### src/isro_consts.vh
// constants for the image sensor readout and output block
// assumes the including file supplies the module context
`ifndef ISRO_CONSTS_VH
`define ISRO_CONSTS_VH
`define ISRO_ADC_W        12
`define ISRO_HDR_W        16
`define ISRO_OUT_W        16
`define ISRO_ACT_COLS     1920
`define ISRO_ACT_ROWS     1080
`define ISRO_HBLANK       280
`define ISRO_VBLANK       45
`define ISRO_EXPOSE_ROWS  16'h0200
`define ISRO_GAIN_UNITY   8'h20
`define ISRO_EMB_LINES    2
`define ISRO_ADDR_LOW     7'h10
`define ISRO_ADDR_HIGH    7'h18
`define ISRO_FMT_RAW12    2'h0
`define ISRO_FMT_ALAW10   2'h1
`define ISRO_FMT_COMP14   2'h2
`define ISRO_FMT_LIN16    2'h3
`define ISRO_BLACK_OFS    12'h0a8
`define ISRO_MIN_DIV      2
`endif

### src/isro_compand.v
// pixel companding functions: 16-bit merged to 12/14-bit codes, 12-bit to 10-bit
// assumes a pure combinational use inside the readout core
`timescale 1ns/10ps
`include "isro_consts.vh"
module isro_compand (
    input  wire [15:0] lin_in,      // linear merged or raw sample
    input  wire [1:0]  fmt,         // output word format
    input  wire        hdr,         // high dynamic range stream
    output reg  [15:0] code_out     // code, low aligned
);
    // piecewise log knee: leading-one position picks the segment
    function [11:0] comp16to12;
        input [15:0] v;
        integer i;
        reg [3:0] msb;
        begin
            msb = 4'h0;
            for (i = 0; i < 16; i = i + 1)
                if (v[i]) msb = i[3:0];
            if (msb < 4'h9)
                comp16to12 = {3'h0, v[8:0]};
            else
                comp16to12 = {msb - 4'h8, 8'h00} | {4'h0, v[msb - 4'h1 -: 8]};
        end
    endfunction
    // wider knee: keeps two more mantissa bits
    function [13:0] comp16to14;
        input [15:0] v;
        integer i;
        reg [3:0] msb;
        begin
            msb = 4'h0;
            for (i = 0; i < 16; i = i + 1)
                if (v[i]) msb = i[3:0];
            if (msb < 4'hb)
                comp16to14 = {3'h0, v[10:0]};
            else
                comp16to14 = {msb - 4'ha, 10'h000} | {4'h0, v[msb - 4'h1 -: 10]};
        end
    endfunction
    // a-law style 12 to 10 bit: linear low end, log segments above
    function [9:0] alaw12to10;
        input [11:0] v;
        begin
            if (v[11])      alaw12to10 = {3'h7, v[10:4]};
            else if (v[10]) alaw12to10 = {3'h6, v[9:3]};
            else if (v[9])  alaw12to10 = {3'h5, v[8:2]};
            else if (v[8])  alaw12to10 = {3'h4, v[7:1]};
            else            alaw12to10 = {2'h0, v[7:0]};
        end
    endfunction
    // format select
    always @* begin
        code_out = 16'h0000;
        case (fmt)
            `ISRO_FMT_RAW12:  code_out = hdr ? {4'h0, comp16to12(lin_in)} : {4'h0, lin_in[11:0]};
            `ISRO_FMT_ALAW10: code_out = {6'h00, alaw12to10(lin_in[11:0])};
            `ISRO_FMT_COMP14: code_out = {2'h0, comp16to14(lin_in)};
            `ISRO_FMT_LIN16:  code_out = lin_in;
            default:          code_out = 16'h0000;
        endcase
    end
endmodule

### src/isro_core.v
// readout sequencer, digital chain and output formatter of the sensor
// assumes clk is the pll-derived pixel clock; trig and addr pins are async
`timescale 1ns/10ps
`include "isro_consts.vh"
module isro_core #(
    parameter ACT_COLS  = `ISRO_ACT_COLS,   // active pixels per line
    parameter ACT_ROWS  = `ISRO_ACT_ROWS,   // active lines per frame
    parameter HBLANK    = `ISRO_HBLANK,     // blank pixels per line
    parameter VBLANK    = `ISRO_VBLANK,     // blank lines per frame
    parameter EMB_LINES = `ISRO_EMB_LINES   // embedded lines top and bottom
) (
    input  wire        clk,                 // master-derived pixel rate clock
    input  wire        resetn,              // async active low reset
    input  wire [11:0] adc_sample,          // converter sample of current pixel
    input  wire [11:0] adc_sample_short,    // short exposure sample, hdr
    input  wire        hdr_enable,          // merge two exposures
    input  wire        compress_enable,     // compress hdr output
    input  wire        parallel_select,     // 1 parallel port, 0 serial port
    input  wire [1:0]  word_format,         // output word format
    input  wire        trigger_mode,        // single frame trigger mode
    input  wire        trigger_pin,         // exposure synchronization pin
    input  wire        bus_address_select,  // two-wire address select pin
    input  wire        embed_enable,        // insert embedded data lines
    input  wire [15:0] expose_rows,         // reset-to-read delay in rows
    input  wire [7:0]  digital_gain,        // gain, 3.5 fixed point
    input  wire [11:0] black_offset,        // black level subtracted
    input  wire [15:0] embed_word,          // register / histogram word
    input  wire [15:0] hdr_ratio_shift,     // exposure ratio as shift, low 4 bits
    output reg  [15:0] pixel_data,          // output word
    output reg         frame_window,        // frame valid flag
    output reg         line_window,         // line valid flag
    output reg         pixel_out_clock,     // parallel pixel clock out
    output reg         serial_valid,        // word valid for serial lanes
    output reg  [6:0]  bus_address,         // two-wire device address
    output reg  [11:0] row_reset_addr,      // row being reset
    output reg         row_reset_strobe,    // reset pulse for that row
    output reg  [11:0] row_read_addr,       // row being read
    output reg         row_read_strobe,     // read pulse for that row
    output reg         busy                 // frame in progress
);
    localparam ST_IDLE  = 2'h0;   // waiting for trigger
    localparam ST_RUN   = 2'h1;   // streaming frame
    localparam ST_LAST  = 2'h2;   // last frame then idle
    localparam LINE_LEN = ACT_COLS + HBLANK;
    localparam FRM_LEN  = ACT_ROWS + VBLANK;

    // reset release synchroniser
    reg        rst_a_reg;
    reg        rst_b_reg;
    wire       rstn = rst_b_reg;
    always @(posedge clk or negedge resetn) begin
        if (!resetn) begin
            rst_a_reg <= 1'b0;
            rst_b_reg <= 1'b0;
        end else begin
            rst_a_reg <= 1'b1;
            rst_b_reg <= rst_a_reg;
        end
    end

    // pin synchronisers, two flops before use
    reg        trig_s1_reg;
    reg        trig_s2_reg;
    reg        trig_d_reg;       // for edge detect
    reg        addr_s1_reg;
    reg        addr_s2_reg;
    always @(posedge clk or negedge rstn) begin
        if (!rstn) begin
            trig_s1_reg <= 1'b0;
            trig_s2_reg <= 1'b0;
            trig_d_reg  <= 1'b0;
            addr_s1_reg <= 1'b0;
            addr_s2_reg <= 1'b0;
        end else begin
            trig_s1_reg <= trigger_pin;
            trig_s2_reg <= trig_s1_reg;
            trig_d_reg  <= trig_s2_reg;
            addr_s1_reg <= bus_address_select;
            addr_s2_reg <= addr_s1_reg;
        end
    end
    wire trig_rise = trig_s2_reg & ~trig_d_reg;

    // address select chooses the 8-bit 0x20 / 0x30 write address
    always @(posedge clk or negedge rstn) begin
        if (!rstn)
            bus_address <= `ISRO_ADDR_LOW;
        else
            bus_address <= addr_s2_reg ? `ISRO_ADDR_HIGH : `ISRO_ADDR_LOW;
    end

    // parallel port runs at half rate: two clk per pixel keeps under 74.25 MHz
    reg        div_reg;
    always @(posedge clk or negedge rstn) begin
        if (!rstn)
            div_reg <= 1'b0;
        else
            div_reg <= parallel_select ? ~div_reg : 1'b1;
    end
    wire pix_step = div_reg;    // one pixel step per enable

    // frame state: video runs free, trigger mode runs one frame
    reg [1:0]  state_reg;
    reg [1:0]  state_next;
    reg [11:0] col_reg;
    reg [11:0] row_reg;
    wire       line_end  = pix_step && (col_reg == LINE_LEN - 1);
    wire       frame_end = line_end && (row_reg == FRM_LEN - 1);
    always @* begin
        state_next = state_reg;
        case (state_reg)
            ST_IDLE: if (!trigger_mode || trig_rise) state_next = trigger_mode ? ST_LAST : ST_RUN;
            ST_RUN:  if (frame_end && trigger_mode) state_next = ST_IDLE;
            ST_LAST: if (frame_end) state_next = trigger_mode ? ST_IDLE : ST_RUN;
            default: state_next = ST_IDLE;
        endcase
    end
    wire running = (state_reg != ST_IDLE);
    always @(posedge clk or negedge rstn) begin
        if (!rstn)
            state_reg <= ST_IDLE;
        else
            state_reg <= state_next;
    end

    // progressive raster counters at fixed totals give constant frame rate
    always @(posedge clk or negedge rstn) begin
        if (!rstn) begin
            col_reg <= 12'h000;
            row_reg <= 12'h000;
        end else if (!running) begin
            col_reg <= 12'h000;
            row_reg <= 12'h000;
        end else if (pix_step) begin
            if (line_end) begin
                col_reg <= 12'h000;
                row_reg <= frame_end ? 12'h000 : row_reg + 12'h001;
            end else begin
                col_reg <= col_reg + 12'h001;
            end
        end
    end

    // rolling shutter: reset row leads read row by the exposure in rows
    wire [15:0] ahead = {4'h0, row_reg} + expose_rows;
    wire [15:0] wrap  = (ahead >= FRM_LEN) ? ahead - FRM_LEN[15:0] : ahead;
    always @(posedge clk or negedge rstn) begin
        if (!rstn) begin
            row_read_addr    <= 12'h000;
            row_read_strobe  <= 1'b0;
            row_reset_addr   <= 12'h000;
            row_reset_strobe <= 1'b0;
        end else begin
            row_read_strobe  <= running && pix_step && (col_reg == 12'h000) && (row_reg < ACT_ROWS);
            row_read_addr    <= row_reg;
            row_reset_strobe <= running && pix_step && (col_reg == 12'h000) && (wrap < ACT_ROWS);
            row_reset_addr   <= wrap[11:0];
        end
    end

    // digital chain: black offset, gain, hdr merge
    function [15:0] gain_apply;
        input [11:0] s;
        input [11:0] blk;
        input [7:0]  g;
        reg   [11:0] d;
        reg   [19:0] p;
        begin
            d = (s > blk) ? s - blk : 12'h000;
            p = d * g;
            gain_apply = (p[19:5] > 15'h0fff) ? 16'h0fff : {4'h0, p[16:5]};
        end
    endfunction
    wire [15:0] long_c  = gain_apply(adc_sample, black_offset, digital_gain);
    wire [15:0] short_c = gain_apply(adc_sample_short, black_offset, digital_gain);
    wire [15:0] short_s = short_c << hdr_ratio_shift[3:0];
    // long exposure until it saturates, then scaled short exposure
    wire [15:0] merged  = (hdr_enable && long_c[11:0] == 12'hfff) ? short_s : long_c;

    // format the word; hdr without compression streams 16-bit linear
    wire [1:0]  fmt_eff = (hdr_enable && !compress_enable) ? `ISRO_FMT_LIN16 :
                          (hdr_enable && parallel_select) ? `ISRO_FMT_RAW12 : word_format;
    wire [15:0] coded;
    isro_compand u_comp (
        .lin_in   (merged),
        .fmt      (fmt_eff),
        .hdr      (hdr_enable),
        .code_out (coded)
    );

    // window decode and embedded lines
    wire act_col = (col_reg < ACT_COLS);
    wire emb_row = (row_reg < EMB_LINES) || (row_reg >= ACT_ROWS - EMB_LINES);
    wire in_frm  = running && (row_reg < ACT_ROWS);

    // output stage, all from flops; data changes on clock fall so rise sees it
    always @(posedge clk or negedge rstn) begin
        if (!rstn) begin
            pixel_data      <= 16'h0000;
            frame_window    <= 1'b0;
            line_window     <= 1'b0;
            pixel_out_clock <= 1'b0;
            serial_valid    <= 1'b0;
            busy            <= 1'b0;
        end else begin
            busy            <= running;
            pixel_out_clock <= parallel_select & ~div_reg;
            if (pix_step) begin
                frame_window <= in_frm;
                line_window  <= in_frm && act_col;
                serial_valid <= !parallel_select && in_frm && act_col;
                if (in_frm && act_col)
                    pixel_data <= (embed_enable && emb_row) ? embed_word : coded;
                else
                    pixel_data <= 16'h0000;
            end
        end
    end
endmodule

### config.mk
export PLATFORM = sky130hd
export DESIGN_NAME = isro_core
export DESIGN_NICKNAME = d
export VERILOG_FILES = /design/src/isro_compand.v /design/src/isro_core.v
export VERILOG_INCLUDE_DIRS = /design/src
export SDC_FILE = /design/constraint.sdc
export NUM_CORES = 1
export LEC_CHECK = 0
export ABC_AREA = 1
export BUFFER_PORTS_ARGS = -buffer_cell sky130_fd_sc_hd__buf_2
export CAP_MARGIN = 20
export CORE_MARGIN = 3
export CORE_UTILIZATION = 30
export CTS_CLUSTER_DIAMETER = 40
export DETAILED_ROUTE_END_ITERATION = 8
export HOLD_SLACK_MARGIN = 0.12
export RECOVER_POWER = 50
export SLEW_MARGIN = 5
export SYNTH_ARGS = -nofsm -noshare
export SYNTH_HDL_FRONTEND = slang
export SYNTH_SLANG_ARGS = --single-unit
### constraint.sdc
create_clock -name clk -period 2.6 [get_ports clk]
set_input_delay 0.13 -clock clk [delete_from_list [all_inputs] [get_ports clk]]
set_output_delay 0.13 -clock clk [all_outputs]
set_load 0.01 [all_outputs]
Word level (Yosys, flattened, before mapping)
Index checks and enable logic that the tools add are counted.
{ "word_totals": {"output_inout_bits": 54, "word_cells": 144, "reg_bits": 86, "inputBits": 103, "n_memories": 0, "latchBits": 0, "ramBits": 0, "rom_bits": 0} }
{ "classes": {"bitwise": 6, "reduce_logical": 26, "eq_ne": 13, "mux": 50, "magnitude_cmp": 12, "shift": 3, "n_div": 0, "n_addsub": 10, "n_mul": 2} }
{ "op_table": {"columns": ["operator", "n"], "rows": [
  ["$mux W12", 13],
  ["$mux W16", 4],
  ["$pmux W16 S4", 1],
  ["$mux W4", 11],
  ["$mul A12 B8 Y20", 2],
  ["$mux W10", 4],
  ["$gt A15 B12 Y1 const B", 2],
  ["$shiftx A25 B5 Y10", 1],
  ["$add A12 B1 Y12 const B", 2],
  ["$eq A12 B12 Y1 const B", 2],
  ["$gt A12 B12 Y1", 2],
  ["$lt A12 B11 Y1 const B", 2],
  ["$sub A12 B12 Y12", 2],
  ["$shiftx A23 B5 Y8", 1],
  ["$add A12 B16 Y16", 1],
  ["$ge A16 B11 Y1 const B", 1],
  ["$lt A16 B11 Y1 const B", 1],
  ["$mux W2", 8],
  ["$shl A12 B4 Y16", 1],
  ["$sub A16 B11 Y16 const B", 1],
  ["$logic_and A1 B1 Y1", 15],
  ["$mux W14", 1],
  ["$or A14 B10 Y14", 1],
  ["$eq A12 B11 Y1 const B", 1],
  ["other kinds (21)", 42]
]} }

Logic depth before layout (Yosys ltp)
{ "depth": {"ltp_word": 32, "mapped_depth": 72, "ltp_nobuf": 71} }

Cells and area by module
From an unflattened synthesis, not the netlist that was laid out.
{ "hier_totals": {"hier_cells": 2115, "hier_area_um2": 14532.7} }
{ "by_module_without_submodules": {"columns": ["module", "cells_per_inst", "seq_area_each_um2", "instances", "area_each_um2"], "rows": [
  ["isro_core", 1767, 2052.0, 1, 12737.2],
  ["isro_compand", 348, 0.0, 1, 1795.5]
]} }

Worst setup path after synthesis
No wires, ideal clock.
{ "synth_timing": {"kind": "input to register", "from": "in black_offset[1]", "to": "reg pixel_data[3]", "slack_ns": -5.908, "arrival_time_ns": 8.443, "required_ns": 2.534, "n_path_buf": 3, "setup_time_ns": 0.066, "cell_stages": 64, "path_cell_list": "inv_1 -> ha_1 -> a21o_1 -> a21oi_1 -> nor2_1 -> nor2_1 -> o21bai_1 -> nand2_1 -> nand2_1 -> a21oi_1 -> nor2_1 -> nor2_1 -> inv_1 -> a21oi_1 -> inv_1 -> nand2_1 -> nand2_1 -> a21oi_1 -> (+28 left out) -> nand3_1 -> nand2_2 -> nand2_4 -> nand2_4 -> buf_6 -> inv_1 -> ha_1 -> inv_1 -> buf_2 -> nand3_1 -> nand3b_1 -> nand3_1 -> nand2_1 -> nand2_1 -> nand2_1 -> nand2_1 -> nand2_1 -> nand2_1"} }
{ "synth_via": {"elab_chain_cells": 32, "elab_cells_between_ends": 51, "cone_classes": "4 x add/sub; 2 x mul; 6 x order compare; 1 x eq/ne; 3 x shift; 32 x mux; 2 x bitwise; 1 x reduce/logical"} }
{ "synth_rtl": {"columns": ["item", "line_no", "rtl"], "rows": [
  ["from (decl)", "isro_core.v:26", "input wire [11:0] black_offset,"],
  ["branches (longest 7 deep; another with $mul A12 B8 Y20)", null, null],
  ["$mux W16 *", "isro_core.v:178", "wire [15:0] merged = (hdr_enable && long_c[11:0] == 12'hfff) ? short_s : long_c;"],
  ["$mux W1", "isro_compand.v:34", "if (v[i]) msb = i[3:0];"],
  ["$mux W2 (2 in series)", "isro_compand.v:34", null],
  ["$mux W3 (4 in series)", "isro_compand.v:34", null],
  ["$mux W4 (7 in series)", "isro_compand.v:34", null],
  ["$mux W4", null, null],
  ["$mux W4", "isro_compand.v:55", "case (fmt)"],
  ["$sub A4 B1 Y4", "isro_compand.v:23", "comp16to12 = {msb - 4'h8, 8'h00} | {4'h0, v[msb - 4'h1 -: 8]};"],
  ["$shiftx A23 B5 Y8", "isro_compand.v:23", null],
  ["$or A12 B8 Y12", "isro_compand.v:23", null],
  ["$mux W12", "isro_compand.v:20", "if (msb < 4'h9)"],
  ["$mux W12", "isro_compand.v:56", "`ISRO_FMT_RAW12: code_out = hdr ? {4'h0, comp16to12(lin_in)} : {4'h0, lin_in[11:0]};"],
  ["$pmux W16 S4 *", "isro_compand.v:55", null],
  ["$mux W16 *", "isro_core.v:213", "pixel_data <= (embed_enable && emb_row) ? embed_word : coded;"],
  ["$mux W16 *", "isro_core.v:212", "if (in_frm && act_col)"],
  ["to (signal assigned)", "isro_core.v:213", null],
  ["to (decl)", "isro_core.v:29", "output reg [15:0] pixel_data,"]
]} }
Every way passes the cells marked *. The select of a mux whose other input is x is not followed.
A chain may end at the register's enable or synchronous reset.

Worst setup path after layout
{ "layout_timing": {"from": "in black_offset[1]", "to": "reg pixel_data[5]"} }
The elaborated chain is that of the path after synthesis.

==> impl_metrics.py <==
metrics = {
    "grt": {
        "grt_max_degree": 37,
        "grt_first_pass_wirelength_um": 77100,
        "track_usage_pct": 18.2,
        "grt_overflow_total": 0,
        "antenna_found_initial": 0,
        "grt_pass1_vias": 16170,
    },
    "timing": {
        "slew_viol_final": 0,
        "hold_violations": 0,
        "finalCritPeriodShare_pct": 313,
        "whs_ns": 0.138,
        "fin_crit_ns": 8.13,
        "timing.fmax_ghz": 0.123,
        "tightestPinTransition_ns": 1.42,
        "setup_slack_ns": -5.53,
        "grt_setup_unrepaired": "true",
        "tns_ns": -96.75,
        "slew-limit-headroom_pct": 5.66,
        "finalClockSkew_ns": 0.00483,
        "setup_viol": 29,
    },
    "floorplan": {
        "ios": 157,
        "dieArea_um2": 50900,
        "fp.dieW_um": 226,
        "core_area_um2": 47100,
        "rows": 79,
        "initial_utilization_pct": 30.7,
        "die_h_um": 226,
    },
    "critical_path": {
        "path_class": "in2reg",
        "arrival_ns": 8.37,
        "cp-start-kind": "primary input",
        "max_stage_delay_ns": 0.53,
        "cp.required_ns": 2.83,
        "critPathMaxFanout": 7,
        "crit_path_top_delay_cell": "fa_1",
        "cp_common_cell": "nand2_1",
        "end_kind": "flop",
    },
    "pwr": {
        "power_leakage_nw": 11.3,
        "clkPwrFrac_pct": 6.4,
        "p_seq_share_pct": 7.1,
        "p_total_w": 0.0230,
        "switching_power_w": 0.0120,
        "internal-power_w": 0.0110,
        "cellPowerDensity_nw_per_um2": 1080,
        "peakVddDrop_uv": 1130,
        "power_frac_comb_pct": 86.4,
        "swShare_pct": 52.1,
    },
    "yosys": {
        "ys_types": 66,
        "synth_flop_cell": "dfrtp_1",
        "yosysSeqAreaShare_pct": 14.2,
        "avgSynthCellArea_um2": 6.75,
        "synth_top_family_by_area": "simple AND/OR/NAND/NOR gates",
        "synth.mux.area_fraction_pct": 0.0779,
        "ys_ff_latch": 82,
        "synthAdderAreaFrac_pct": 27.1,
        "synth-xor-area-share_pct": 2.97,
        "yosysMostFrequentCell": "nand2_1",
        "synth_top_area_share_pct": 16.8,
        "synthCells": 2143,
        "synthSimpleGateAreaFrac_pct": 32.2,
        "synth_compound_area_share_pct": 10.8,
        "synth_edf_count": 0,
        "synthTopCellsByArea": "fa_1 (17%), dfrtp_1 (14%), nand2_1 (12%)",
        "ys_top_cells_by_count": "nand2_1 (465), inv_1 (387), nor2_1 (246), nand3_1 (174), fa_1 (121)",
        "syn_area_um2": 14500,
        "synth_warnings": 0,
        "ys_async_sr_fraction_pct": 100,
        "yosysTopAreaCell": "fa_1",
    },
    "finish": {
        "syn_to_final_growth_pct": 47.6,
        "drive_above_1_share_pct": 34.3,
        "antenna_cells": 0,
        "fin_nets": 3088,
        "largest_reg_flops": 16,
        "multiInputGateArea_um2": 12000,
        "register_area_um2": 2050,
        "regMostFlops": "pixel_data",
        "n_fill_cell": 4697,
    },
    "clock_network": {
        "clockBufferDepth": 2,
        "clock_latency_ns": 0.34,
        "htree_levels": 3,
        "cts_tree": "done",
        "numCtsBuffers": 9,
        "path_clk_slew_ns": 0.06,
        "root_buffer": "clkbuf_16",
        "clock_sinks": 82,
    },
    "route": {
        "num_vias": 15865,
        "wire_per_inst_um": 14.0,
        "ant_nets": 0,
        "first_iter_violations": 857,
        "first_pass_iters": 5,
        "routed_via_density": 4.73,
        "drc": 0,
        "drt_wl_total_um": 47000,
    },
    "run": {
        "cap_violations": 0,
    },
    "placed_design": {
        "dp_hpwl_um": 38600,
        "globalplace.congestion": 0.935,
        "dpl_worst_slack_ns": -6.23,
        "port_buffers": 138,
    },
    "status": {
        "violations": "negative setup slack",
        "status": "finished, violations left",
    },
    "min_path": {
        "hp-class": "in2reg",
    },
}
-- per-stage QoR --
step	std cells	util, %	area, um^2
after global routing	3356	45.3	21300
final	3356	45.3	21300
after global placement	3272	41.1	19300
after CTS	3341	44.4	20900
after detailed placement	3272	41.1	19300
after floorplan	2148	-	14800
-- power by group through the flow --
| stage | combinational (W) | sequential, W | clock, W |
|---|---|---|---|
| floorplan | 0.00997 | 0.00174 | 0 |
| global placement | 0.0161 | 0.00166 | 0 |
| detailed placement | 0.0163 | 0.00166 | 0 |
| CTS | 0.0186 | 0.00164 | 0.00151 |
| global route | 0.0218 | 0.00167 | 0.00156 |
| finish | 0.0199 | 0.00164 | 0.00148 |
-- area by class of cell --
class	count	share of cell area, %
repair buffers	638	21.7
flip-flops and latches	82	9.62
clock buffers	12	1.16
repair inverters	3	0.117
inverters	403	7.26
well taps	607	3.56
multi-input cells	1607	56.1
clock inverters	4	0.463
-- cells by family after synthesis --
family | after synthesis
buffers and inverters | 460
adder cells (fa/ha/maj) | 241
multiplexers | 1
flip-flops | 82
XOR/XNOR | 49
AND/OR/NAND/NOR | 1049
other | 2
AO/OA/AOI/OAI | 259
-- repair_timing --
item | CTS | global route
gates resized for setup | 176 | 118
cloned | 5 | 1
setup buffers | 37 | 19
hold endpoints to repair | 16 | 0
pin swaps | 42 | 65
setup endpoints to repair | 29 | 30
hold buffers | 14 | 0
-- critical path, delay by kind of cell --
family / cells / cell delay, ns
xor gates and xnor gates: 1 / 0.17
buffers and inverters: 16 / 1.61
AOI/OAI and AO/OA: 5 / 0.84
and+or+nand+nor: 29 / 2.53
adders and majority gates: 7 / 3.08
-- routing by layer --
metal  vias to the layer above  global-route usage (%)  wire, um
met3                        92                    2.16      1990
met1                      7378                    22.8     20600
li1                       7995                       -         -
met2                       400                    32.9     23100
met4                         0                    5.54      1350
met5                         -                       0         0
-- path summary, 6_finish.rpt --
| check | start | end | slack (ns) | cells after the start |
|---|---|---|---|---|
| setup / recovery | black_offset[1] | pixel_data[5]$_DFFE_PN0P_ | -5.53 | 58 |
| hold reg to reg | addr_s2_reg$_DFF_PN0_ | bus_address[3]$_DFF_PN0_ | 0.35 | 0 |
| setup reg to reg | row_reg[0]$_DFFE_PN0P_ | row_reset_strobe$_DFF_PN0_ | -1.30 | 26 |
| hold / removal | embed_word[2] | pixel_data[2]$_DFFE_PN0P_ | 0.14 | 5 |
| min in group asynchronous | rst_b_reg$_DFF_PN0_ | pixel_out_clock$_DFF_PN0_ | 0.59 | 0 |
| max in group asynchronous | rst_b_reg$_DFF_PN0_ | pixel_data[3]$_DFFE_PN0P_ | 0.96 | 1 |
-- cell usage in the layout, fill, tap and decap left out, types with 62 or more instances in the layout --
cell type  instances
fa_1             120
buf_4            442
nor2_1           222
a21oi_1           63
nand3_1          114
nand2_1          407
nand3_2           62
inv_1            370
nand2_2           70
ha_1             104
buf_2            104
dfrtp_1           81
(Power assumes the default switching activity.)
